### src/hw/atu_regs.vh
// Register offsets, field positions, reset values and timing counts for the trigger unit
`ifndef ATU_REGS_VH
`define ATU_REGS_VH
// Register word indices on the 16-bit register bus
`define ATU_REG_STATUS    4'h0
`define ATU_REG_TRIG_CFG  4'h1
`define ATU_REG_DELAY_LO  4'h2
`define ATU_REG_DELAY_HI  4'h3
`define ATU_REG_ADCLEVEL  4'h4
`define ATU_REG_MAGLEVEL  4'h5
`define ATU_REG_FRAC      4'h6
`define ATU_REG_PHASE     4'h7
`define ATU_REG_CTRL      4'h8
// Status word bit positions
`define ATU_ST_ERROR      13
`define ATU_ST_SLOT_N     14
`define ATU_ST_HW_SET     15
// Trigger source codes
`define ATU_SRC_NONE      3'h0
`define ATU_SRC_RAW       3'h1
`define ATU_SRC_PANEL     3'h2
`define ATU_SRC_MAG       3'h3
`define ATU_SRC_INSTANT   3'h4
// Loop states in the status word
`define ATU_LOOP_TRIG     2'h3
// Reset values
`define ATU_RST_SRC       3'h4
`define ATU_RST_DELAY     25'h0000000
`define ATU_RST_ADCLEVEL  9'h000
`define ATU_RST_MAGLEVEL  10'h380
`define ATU_RST_SLOPE     1'b0
`define ATU_RST_GEN       1'b1
// Delay limits
`define ATU_DLY_POST_MAX  25'h0ffff9c
`define ATU_DLY_PRE_BASE  25'h0000084
// Hysteresis half band in raw sample codes
`define ATU_HYST          24'h000100
`endif

### src/hw/atu_trigger.v
// Trigger generation and qualification unit with its register set
`timescale 1ns/1ps
`include "atu_regs.vh"

module atu_trigger #(
	parameter BUF_BYTES = 32'h00800000, // Buffer size in bytes
	parameter SMP_W     = 24,           // Raw sample width
	parameter MAG_W     = 10,           // Log magnitude width, 0.376 dB steps
	parameter PH_W      = 16            // Oscillator phase width
) (
	// Clock and reset
	input  wire             i_mclk,
	input  wire             i_arst_n,
	// Register bus
	input  wire             i_reg_sel,
	input  wire             i_reg_wr,
	input  wire [3:0]       i_reg_addr,
	input  wire [15:0]      i_reg_wdata,
	output reg  [15:0]      o_reg_rdata,
	// Sample stream and events
	input  wire             i_smp_valid,
	input  wire [SMP_W-1:0] i_raw_smp,
	input  wire             i_raw_ovl,
	input  wire [MAG_W-1:0] i_mag_db,
	input  wire             i_out_strobe,
	input  wire [PH_W-1:0]  i_lo_phase,
	input  wire             i_reconfig,
	input  wire             i_panel_trig,
	// System status inputs
	input  wire             i_errq_nonempty,
	input  wire             i_cmd_busy,
	input  wire             i_hw_applied,
	input  wire [1:0]       i_loop_state,
	input  wire             i_prearm_met,
	input  wire             i_slot_select,
	// Handshake line, open drain
	input  wire             i_hs_line,
	output reg              o_hs_line_o,
	output reg              o_hs_line_oe,
	// Event outputs and lamps
	output reg              o_trig,
	output reg              o_delay_err,
	output reg              o_lamp_access,
	output reg              o_lamp_ovl
);

	// ==========================================================
	// Pin synchronisers
	// Peers move the handshake line on their own timing, so it is treated
	// like any other pin and never read before the second flop
	reg [1:0] panel_sync_q;
	reg [1:0] slot_sync_q;
	reg [1:0] hs_sync_q;
	wire      panel_s = panel_sync_q[1];
	wire      slot_s  = slot_sync_q[1];
	wire      hs_rel  = hs_sync_q[1];   // High means released

	always @(posedge i_mclk or negedge i_arst_n) begin
		if (!i_arst_n) begin
			panel_sync_q <= 2'h0;
			slot_sync_q  <= 2'h0;
			hs_sync_q    <= 2'h0;
		end else begin
			panel_sync_q <= {panel_sync_q[0], i_panel_trig};
			slot_sync_q  <= {slot_sync_q[0], i_slot_select};
			hs_sync_q    <= {hs_sync_q[0], i_hs_line};
		end
	end

	// ==========================================================
	// Trigger settings registers
	reg [2:0]       src_q;
	reg [24:0]      delay_q;
	reg [8:0]       adclvl_q;
	reg [9:0]       maglvl_q;
	reg             slope_q;
	reg             gen_q;
	reg             phcap_q;
	wire            wr = i_reg_sel & i_reg_wr;

	// Sign-extended delay compared against both limits
	// The lower bound follows the buffer size parameter
	function dly_bad;
		input [24:0] d;
		reg signed [25:0] sd;
		reg signed [25:0] lo;
		begin
			sd = {d[24], d};
			lo = $signed({1'b0, `ATU_DLY_PRE_BASE}) - $signed({1'b0, BUF_BYTES[27:3]});
			dly_bad = (sd > $signed({1'b0, `ATU_DLY_POST_MAX})) || (sd < lo);
		end
	endfunction

	always @(posedge i_mclk or negedge i_arst_n) begin
		if (!i_arst_n) begin
			src_q       <= `ATU_RST_SRC;
			delay_q     <= `ATU_RST_DELAY;
			adclvl_q    <= `ATU_RST_ADCLEVEL;
			maglvl_q    <= `ATU_RST_MAGLEVEL;
			slope_q     <= `ATU_RST_SLOPE;
			gen_q       <= `ATU_RST_GEN;
			phcap_q     <= 1'b1;
			o_delay_err <= 1'b0;
		end else begin
			if (wr && i_reg_addr == `ATU_REG_TRIG_CFG) begin
				src_q   <= i_reg_wdata[2:0];
				slope_q <= i_reg_wdata[4];
				gen_q   <= i_reg_wdata[5];
			end
			// Delay is kept even when out of range
			if (wr && i_reg_addr == `ATU_REG_DELAY_LO)
				delay_q[15:0] <= i_reg_wdata;
			if (wr && i_reg_addr == `ATU_REG_DELAY_HI) begin
				delay_q[24:16] <= i_reg_wdata[8:0];
				o_delay_err    <= dly_bad({i_reg_wdata[8:0], delay_q[15:0]});
			end else if (wr && i_reg_addr == `ATU_REG_CTRL && i_reg_wdata[1])
				o_delay_err <= 1'b0;
			if (wr && i_reg_addr == `ATU_REG_ADCLEVEL)
				adclvl_q <= i_reg_wdata[8:0];
			if (wr && i_reg_addr == `ATU_REG_MAGLEVEL)
				maglvl_q <= i_reg_wdata[9:0];
			// Reconfiguration wins over a re-arm in the same cycle
			if (i_reconfig)
				phcap_q <= 1'b0;
			else if (wr && i_reg_addr == `ATU_REG_CTRL && i_reg_wdata[0])
				phcap_q <= 1'b1;
		end
	end

	// ==========================================================
	// Threshold comparators, evaluated once per sample
	wire signed [SMP_W-1:0] raw_s  = i_raw_smp;
	// Full scale times level over 256: level sits in the top bits
	wire signed [SMP_W-1:0] thr_s  = {adclvl_q, {(SMP_W-9){1'b0}}};
	wire signed [SMP_W:0]   thr_hi = thr_s + $signed({1'b0, `ATU_HYST});
	wire signed [SMP_W:0]   thr_lo = thr_s - $signed({1'b0, `ATU_HYST});
	wire signed [MAG_W-1:0] mag_s  = i_mag_db;
	wire signed [MAG_W-1:0] mlvl_s = maglvl_q;
	reg                     raw_above_q;
	reg                     mag_above_q;
	reg                     panel_d1_q;

	always @(posedge i_mclk or negedge i_arst_n) begin
		if (!i_arst_n) begin
			raw_above_q <= 1'b0;
			mag_above_q <= 1'b0;
			panel_d1_q  <= 1'b0;
		end else begin
			panel_d1_q <= panel_s;
			if (i_smp_valid) begin
				// State only flips past the outer band edge
				if (raw_s > thr_hi)
					raw_above_q <= 1'b1;
				else if (raw_s < thr_lo)
					raw_above_q <= 1'b0;
				mag_above_q <= (mag_s >= mlvl_s);
			end
		end
	end

	// Edge events on the raw, panel and magnitude sources; the instant source is always set
	reg raw_above_d;
	reg mag_above_d;
	reg event_d;
	always @* begin
		raw_above_d = raw_above_q;
		mag_above_d = mag_above_q;
		if (i_smp_valid) begin
			if (raw_s > thr_hi)
				raw_above_d = 1'b1;
			else if (raw_s < thr_lo)
				raw_above_d = 1'b0;
			mag_above_d = (mag_s >= mlvl_s);
		end
		case (src_q)
		`ATU_SRC_NONE:    event_d = 1'b0;
		`ATU_SRC_RAW:     event_d = slope_q ? (raw_above_q & ~raw_above_d)
		                                    : (~raw_above_q & raw_above_d);
		`ATU_SRC_PANEL:   event_d = slope_q ? (panel_d1_q & ~panel_s)
		                                    : (~panel_d1_q & panel_s);
		`ATU_SRC_MAG:     event_d = slope_q ? (mag_above_q & ~mag_above_d)
		                                    : (~mag_above_q & mag_above_d);
		`ATU_SRC_INSTANT: event_d = 1'b1;
		default:          event_d = 1'b0;
		endcase
	end

	// ==========================================================
	// Handshake line control and trigger decision
	reg  trig_done_q;
	wire in_trig = (i_loop_state == `ATU_LOOP_TRIG);
	// At most one trigger per visit: the done flag stops a second fire while the
	// line stays free, which the instant source would otherwise hit again
	wire fire    = in_trig & hs_rel & gen_q & event_d & ~o_trig & ~trig_done_q;

	always @(posedge i_mclk or negedge i_arst_n) begin
		if (!i_arst_n) begin
			o_trig       <= 1'b0;
			trig_done_q  <= 1'b0;
			o_hs_line_o  <= 1'b0;
			o_hs_line_oe <= 1'b1;
		end else begin
			o_trig <= fire;
			if (!in_trig)
				trig_done_q <= 1'b0;
			else if (fire)
				trig_done_q <= 1'b1;
			o_hs_line_o  <= 1'b0;
			// Hold line low until armed; in trigger state hold while the line reads held, until fired
			o_hs_line_oe <= in_trig ? ~(fire | trig_done_q | hs_rel)
			                        : ~(i_prearm_met & i_loop_state == 2'h1);
		end
	end

	// ==========================================================
	// Fractional delay and oscillator phase capture
	// The count stops at the first output strobe after the fire edge, so it
	// never exceeds the converter samples in one output period
	reg [15:0]     frac_cnt_q;
	reg [15:0]     frac_q;
	reg            frac_run_q;
	reg [PH_W-1:0] phase_q;

	always @(posedge i_mclk or negedge i_arst_n) begin
		if (!i_arst_n) begin
			frac_cnt_q <= 16'h0000;
			frac_q     <= 16'h0000;
			frac_run_q <= 1'b0;
			phase_q    <= {PH_W{1'b0}};
		end else begin
			// Count converter samples from event to next output sample
			if (fire) begin
				frac_cnt_q <= 16'h0000;
				frac_run_q <= 1'b1;
				if (phcap_q)
					phase_q <= i_lo_phase;
			end else if (frac_run_q) begin
				if (i_out_strobe) begin
					frac_q     <= frac_cnt_q;
					frac_run_q <= 1'b0;
				end else if (i_smp_valid)
					frac_cnt_q <= frac_cnt_q + 16'h0001;
			end
		end
	end

	// ==========================================================
	// Status word, readback and lamps
	// Hardware-set waits for an idle command path and an applied setup
	reg hw_set_q;
	always @(posedge i_mclk or negedge i_arst_n) begin
		if (!i_arst_n) begin
			hw_set_q      <= 1'b0;
			o_lamp_access <= 1'b0;
			o_lamp_ovl    <= 1'b0;
			o_reg_rdata   <= 16'h0000;
		end else begin
			hw_set_q      <= ~i_cmd_busy & i_hw_applied;
			o_lamp_access <= i_reg_sel;
			o_lamp_ovl    <= i_smp_valid & i_raw_ovl;
			case (i_reg_addr)
			`ATU_REG_STATUS:   o_reg_rdata <= {hw_set_q, ~slot_s,
			                                   i_errq_nonempty,
			                                   o_delay_err, 10'h000, i_loop_state};
			`ATU_REG_TRIG_CFG: o_reg_rdata <= {10'h000, gen_q, slope_q, 1'b0, src_q};
			`ATU_REG_DELAY_LO: o_reg_rdata <= delay_q[15:0];
			`ATU_REG_DELAY_HI: o_reg_rdata <= {{7{delay_q[24]}}, delay_q[24:16]};
			`ATU_REG_ADCLEVEL: o_reg_rdata <= {{7{adclvl_q[8]}}, adclvl_q};
			`ATU_REG_MAGLEVEL: o_reg_rdata <= {{6{maglvl_q[9]}}, maglvl_q};
			`ATU_REG_FRAC:     o_reg_rdata <= frac_q;
			`ATU_REG_PHASE:    o_reg_rdata <= phase_q[PH_W-1 -: 16];
			`ATU_REG_CTRL:     o_reg_rdata <= {15'h0000, phcap_q};
			default:           o_reg_rdata <= 16'h0000;
			endcase
		end
	end

endmodule // atu_trigger

### config.mk
export PLATFORM = sky130hd
export DESIGN_NAME = atu_trigger
export DESIGN_NICKNAME = d
export VERILOG_FILES = /design/src/hw/atu_trigger.v
export VERILOG_INCLUDE_DIRS = /design/src /design/src/hw
export SDC_FILE = /design/constraint.sdc
export NUM_CORES = 1
export LEC_CHECK = 0
export ABC_AREA = 1
export ABC_CLOCK_PERIOD_IN_PS = 3000
export BUFFER_PORTS_ARGS = -buffer_cell sky130_fd_sc_hd__buf_2
export CAP_MARGIN = 20
export CELL_PAD_IN_SITES_DETAIL_PLACEMENT = 1
export CELL_PAD_IN_SITES_GLOBAL_PLACEMENT = 2
export CORE_MARGIN = 8
export CORE_UTILIZATION = 30
export DETAILED_ROUTE_END_ITERATION = 16
export PLACE_DENSITY = 0.85
export SLEW_MARGIN = 40
export SYNTH_ARGS = -nofsm -noshare
export SYNTH_HDL_FRONTEND = slang
export SYNTH_SLANG_ARGS = --single-unit
### constraint.sdc
create_clock -name i_mclk -period 3 [get_ports i_mclk]
set_input_delay 0 -clock i_mclk [delete_from_list [all_inputs] [get_ports i_mclk]]
set_output_delay 0 -clock i_mclk [all_outputs]
set_load 0.01 [all_outputs]
==> reports/results.ini, run 1 <==
[grt]
grt-ovfl-total = 0
grt_usage_pct = 17.92
grt_pass1_wl_mm = 40.45
antenna_found_initial = 0
grt_pass1_vias = 7352
grt_max_degree = 70

[layout]
stdcell_count = 1397
fin_util_pct = 41.18
nNetsFinal = 1183
antenna_cells = 0
areaGrowthSynthToFinish_pct = 35.67
drive_gt1_share_pct = 25.14

[synth]
netlist_area_um2 = 7083
yosysTopAreaCell = dfrtp_1
synth_cell_type_count = 46
synthCells = 868
synthTopCellsByArea = dfrtp_1 44%, nand2_1 12%, inv_1 6.3%
yosys_warnings = 0
syn_nets = 986
synth_area_per_cell_um2 = 8.160
synth-simple-area-share_pct = 28.14
synth.area.mux_share_pct = 0.3180
ys_seq_area_share_pct = 46.41
synth_top_family_by_area = simple AND/OR/NAND/NOR gates
synth_largest_type_area_fraction_pct = 43.81
synthAdderAreaFrac_pct = 5.476
synth_xor_area_share_pct = 0.9892
synth_compound_area_share_pct = 10.33
synth-seq-cells = 131

[placement]
dpl_worst_slack_ns = -0.3440
routabilityCongestion = 0.8321
io_buffers = 107
dp_cells = 1305
dp_hpwl_mm = 18.19

[clock_tree]
max-clock-path-buffers = 2
cts_tree = built
clkSlewWorstSetupHoldPaths_ns = 0.06
clock_latency_ns = 0.43
cts_buffers = 17
cts_sinks = 131
h-tree-depth = 4
ctsRootBufferMaster = clkbuf_16

[critical_path]
worstPathMaxFanout = 8
cp-startpoint = adclvl_q[0]
path_cells = inv_2 -> buf_6 -> nand4_1 -> nor3_2 -> xor2_1 -> ha_1 -> nand2_1 -> nand2_1 -> a21oi_2 -> nand2_1 -> nor2_2 -> nand2_1 -> nand2_1 -> nand2_2 -> inv_2 -> nand4_1 -> a21oi_2 -> nand2_2 -> nand2_4 -> nand3_4 -> buf_12 -> buf_8 -> nand3_1 -> nand2_1
r2r_end = frac_q[7]
r2r_start = adclvl_q[0]
rrSetupSlack_ns = -0.29
worst-setup-path-type = flip-flop to flip-flop
required_ns = 3.31
endpoint = frac_q[7]
worst_setup_path_start_kind = flip-flop
cpMaxStageDelayCell = dfrtp_1
r2r_cells = 24
arrival_ns = 3.60
end_kind = flip-flop
crit_path_frequent_cell = nand2_1
max_stage_delay_ns = 0.38

[floorplan]
io_pins = 109
die-area_um2 = 28780
initial_core_util_pct = 30.36
core-area_um2 = 23330
chipWidth_um = 169.7
std_cell_rows = 56
die_h_um = 169.7

[min_path]
hp-class = input port to flip-flop

[sta]
fin_crit_sh_pct = 109.8
fin_crit_ns = 3.293
worstMarginPinSlew_ns = 0.7881
setup_tns_ns = -10.81
slew_headroom_pct = 47.14
finalSetupViolations = 52
finalWorstSetupSlack_ns = -0.2931
clock_skew_ns = 0.009900
final-hold-violation-count = 0
fmax_ghz = 0.3037
rsz0062_at_grt = true
slew_viol_final = 0

[power_and_ir_drop]
ir_drop_mv = 0.3053
cellPowerDensity_nw_per_um2 = 603.9
leakage_uw = 0.004875
finalPower_uw = 5803

[outcome]
outcome = finished, violations left
violations = negative setup slack

[detailed_routing]
initialDrtViolationCount = 436
drtPass1Iterations = 6
routedWlPerCell_um = 17.92
ant_nets = 0
vias_per_cell = 4.842
drc = 0
dr_total_vias = 6764
wl_mm = 25.03

[run]
cap_violations = 0

[final cells by class]
cell class                 count  area (µm²)
multi-input combinational    591        3412
timing repair buffer         197        1415
tap                          319       399.1
clock buffer                  22       464.2
inverter                     127       476.7
fill                        2807       13720
sequential                   131        3287
clock inverter                10       155.1
[worst max-delay path: cells and delay by family (launching register included)]
family                     cells  cell delay (ns)
xor gates and xnor gates       1             0.23
adders and majority gates      1             0.28
DFF                            1             0.38
and+or+nand+nor               15             1.40
AOI/OAI and AO/OA              2             0.29
buffers and inverters          5             0.57
[synth_stat cells (all sizes together)]
library cell,number
nand2,241
dfrtp,124
inv,123
nor2,68
nand3,58
o21ai,55
nand4,34
ha,31
a21oi,25
a221oi,20
clkbuf,13
nor3,12
nor4,12
buf,7
dfstp,7
xor2,7
clkinv,4
o2111ai,4
or2,4
o22ai,3
o41ai,3
a21o,2
mux2,2
o211ai,2
a31o,1
and2,1
conb,1
nand3b,1
o21a,1
o21bai,1
xnor2,1
[cells by family after synthesis]
group           after synthesis
compound gates              117
xor+xnor                      8
fa+ha+maj                    31
buf+inv                     147
flops                       131
mux                           2
other cells                   1
simple gates                431
[timing repair]
action | CTS | global route
hold buffers | 49 | 0
buffers inserted | 7 | 4
cloned | 2 | 1
pin swaps | 18 | 14
gates resized for setup | 28 | 34
endpoints found under the hold margin | 112 | 0
setup endpoints to repair | 52 | 52
[flip-flops by register name, indices dropped and copies added, names as in the netlist, 2 cells and up]
| signal | count |
|---|---|
| adclvl_q | 9 |
| delay_q | 25 |
| frac_cnt_q | 16 |
| frac_q | 16 |
| hs_sync_q | 2 |
| maglvl_q | 10 |
| o_reg_rdata | 16 |
| panel_sync_q | 2 |
| phase_q | 16 |
| slot_sync_q | 2 |
| src_q | 3 |
[power by group]
group | internal [µW] | total (µW) | switching, µW | leakage [µW]
clock | 1430 | 2250 | 821 | 0.000300
combinational | 567 | 1360 | 790 | 0.00294
sequential | 2000 | 2200 | 198 | 0.00163
[per-stage QoR]
step,hold slack (ns),instance area (µm²)
after floorplan,-0.2956,7091
after global placement,0.05614,8164
after detailed placement,0.05518,8164
after CTS,0.01093,9492
after global routing,0.02430,9609
final,0.02597,9609
[layer usage]
| layer | wire length (µm) | global-route usage (%) | vias to the layer above |
|---|---|---|---|
| met2 | 12330 | 30.18 | 123 |
| met5 | 0 | 0 | - |
| li1 | - | - | 3269 |
| met1 | 11300 | 22.83 | 3335 |
| met3 | 922 | 3.070 | 37 |
| met4 | 474 | 6.195 | 0 |
[cell usage in the layout (no fill, tap or decap), types with 7 or more instances in the layout]
master	instances
a21oi_1	20
a221oi_1	20
buf_2	106
buf_4	32
clkbuf_16	17
dfrtp_1	124
dfstp_2	7
dlygate4sd3_1	49
ha_1	30
inv_1	110
inv_2	13
nand2_1	223
nand2_2	16
nand3_1	39
nand3_2	15
nand4_1	30
nor2_1	57
nor2_2	8
nor3_1	7
nor4_1	12
o21ai_0	54
[worst min path at each step]
stage | start | endpoint | slack [ns] | depth (start not counted)
2_1_floorplan | i_arst_n | adclvl_q[0] | -0.30 | 0
3_3_place_gp | i_arst_n | frac_cnt_q[11] | 0.06 | 1
3_5_place_dp | i_arst_n | frac_cnt_q[11] | 0.06 | 1
4_1_cts | i_reg_wdata[3] | adclvl_q[3] | 0.01 | 3
5_1_grt | i_reg_wdata[3] | delay_q[19] | 0.02 | 3
6_report | i_reg_wdata[3] | adclvl_q[3] | 0.03 | 3
(Power assumes the default switching activity.)
==> inputs of run 2 (changes only) <==
--- a/config.mk
+++ b/config.mk
@@ -16,6 +16,7 @@
 export CORE_UTILIZATION = 30
 export DETAILED_ROUTE_END_ITERATION = 16
 export PLACE_DENSITY = 0.85
+export SETUP_SLACK_MARGIN = 0.15
 export SLEW_MARGIN = 40
 export SYNTH_ARGS = -nofsm -noshare
 export SYNTH_HDL_FRONTEND = slang
==> reports/results.ini, run 2 (same netlist as run 1, synthesis figures left out) <==
[outcome]
outcome = finished, violations left
violations = negative setup slack

[clock_tree]
cts_tree = built
cts_sinks = 131
max-clock-path-buffers = 2
clock_latency_ns = 0.43
ctsRootBufferMaster = clkbuf_16
clkSlewWorstSetupHoldPaths_ns = 0.06
cts_buffers = 17
h-tree-depth = 4

[power_and_ir_drop]
cellPowerDensity_nw_per_um2 = 605.3
p_int_uw = 4072
finalPower_uw = 5877
p_switching_uw = 1805
power_frac_comb_pct = 23.2
clkPwrFrac_pct = 39.4
leakage_uw = 0.004929
seqPwrFrac_pct = 37.4
switching_share_pct = 30.72
ir_drop_mv = 0.3553

[floorplan]
std_cell_rows = 56
die-area_um2 = 28780
die_h_um = 169.7
chipWidth_um = 169.7
io_pins = 109
core-area_um2 = 23330
initial_core_util_pct = 30.36

[sta]
whs_ns = 0.01458
rsz0062_at_grt = true
fmax_ghz = 0.3024
slew_viol_final = 0
fin_crit_ns = 3.307
worstMarginPinSlew_ns = 0.7729
fin_crit_sh_pct = 110.2
setup_tns_ns = -10.49
finalWorstSetupSlack_ns = -0.3073
clock_skew_ns = 0.008348
final-hold-violation-count = 0
finalSetupViolations = 52
slew_headroom_pct = 48.16

[layout]
final_common_cell = nand2_1
regMostFlops = delay_q
drive_gt1_share_pct = 25.88
largest_register_ffs = 25
nNetsFinal = 1183
fillers = 2778
antenna_cells = 0
final_cell_mix = 216 x nand2_1, 123 x dfrtp_1, 106 x inv_1, 106 x buf_2, 59 x nor2_1
areaGrowthSynthToFinish_pct = 37.08

[critical_path]
r2r_start = adclvl_q[1]
cp-startpoint = adclvl_q[1]
arrival_ns = 3.62
r2r_end = frac_q[8]
endpoint = frac_q[8]
end_kind = flip-flop
r2r_cells = 26
worstPathMaxFanout = 5
worst_setup_path_start_kind = flip-flop
rrSetupSlack_ns = -0.31
worst-setup-path-type = flip-flop to flip-flop
required_ns = 3.31

[grt]
antenna_found_initial = 0
grt-ovfl-total = 0
grt_usage_pct = 17.70
grt_max_degree = 92
grt_pass1_vias = 7360
grt_pass1_wl_mm = 39.56

[placement]
routabilityCongestion = 0.8228
io_buffers = 107
dp_hpwl_mm = 18.41

[detailed_routing]
vias_per_cell = 4.916
routedWlPerCell_um = 18.27
drc = 0
wl_mm = 25.52
ant_nets = 0
initialDrtViolationCount = 421
dr_total_vias = 6867
drtPass1Iterations = 5

[run]
cap_violations = 0

[min_path]
hp-class = input port to flip-flop

## run 2: cell count changes in the layout (fill, tap and decap cells not counted), sizes merged
cell,previous run,this run
clkinv,8,12
clkbuf,22,19
clkinvlp,2,0
buf,148,149
bufinv,4,5
dlygate4sd3,49,48
## run 2: critical path: stages (launching register included)
cell	delay, ns
dfrtp_1	0.42
inv_2	0.10
ha_4	0.13
nand3_2	0.06
nor2_1	0.09
nand2_1	0.08
nor3_2	0.12
xor2_1	0.18
ha_1	0.26
nand2_2	0.09
inv_1	0.05
a21oi_1	0.14
nand2_1	0.08
nor2_2	0.10
nand2_1	0.06
nand2_1	0.08
nand2_2	0.06
inv_2	0.04
nand4_1	0.09
a21oi_2	0.15
nand2_2	0.09
nand2_4	0.07
nand3_4	0.17
buf_6	0.21
buf_12	0.12
nand3_1	0.09
nand2_1	0.08
## run 2: cell type report
class	count	area (µm²)	area share, %
flip-flops and latches	131	3288	33.87
inverters	127	481.7	4.961
well taps	319	399.1	4.111
repair buffers	197	1475	15.19
multi-input cells	591	3417	35.19
clock inverters	13	205.2	2.113
clock buffers	19	442.9	4.562
## run 2: power by group through the flow
stage	clock [µW]	combinational, µW	sequential (µW)
finish	2310	1370	2200
global route	2430	1550	2220
CTS	2340	1330	2190
detailed placement	0	1220	2210
global placement	0	1170	2200
floorplan	0	735	2170
## run 2: layer usage
metal	vias up	global-route usage (%)	part of all wire (%)
met1	3415	21.33	43
met2	144	31.10	51
met3	42	3.024	3.5
met5	-	0	0
li1	3266	-	-
met4	0	6.541	2.5
## run 2: per-stage QoR
stage	utilization, %	setup WS, ns	area, µm²	std cells
6_report	41.61	-0.3073	9709	1397
5_1_grt	41.61	-0.4870	9709	1397
4_1_cts	41.05	-0.2170	9578	1394
3_5_place_dp	35.18	-0.2436	8209	1303
3_3_place_gp	35.17	-0.1367	8205	1303
2_1_floorplan	-	0.08835	7138	868
## run 2: worst min path at each step
| stage | start | endpoint | slack (ns) | cells past startpoint |
|---|---|---|---|---|
| 6_report | i_reg_wdata[7] | adclvl_q[7] | 0.01 | 3 |
| 5_1_grt | i_reg_wdata[7] | adclvl_q[7] | 0.006 | 3 |
| 4_1_cts | i_reg_addr[2] | o_delay_err | 0.008 | 4 |
| 3_5_place_dp | i_arst_n | frac_cnt_q[15] | 0.08 | 1 |
| 3_3_place_gp | i_panel_trig | panel_sync_q[0] | 0.11 | 1 |
| 2_1_floorplan | i_arst_n | adclvl_q[0] | -0.30 | 0 |
## run 2: what timing repair did
action	in CTS	in global routing
setup buffers	8	2
hold endpoints to repair	136	0
resized for setup	22	37
gates cloned	3	1
pin swaps	5	6
endpoints found under the setup margin	52	52
hold buffers	48	0
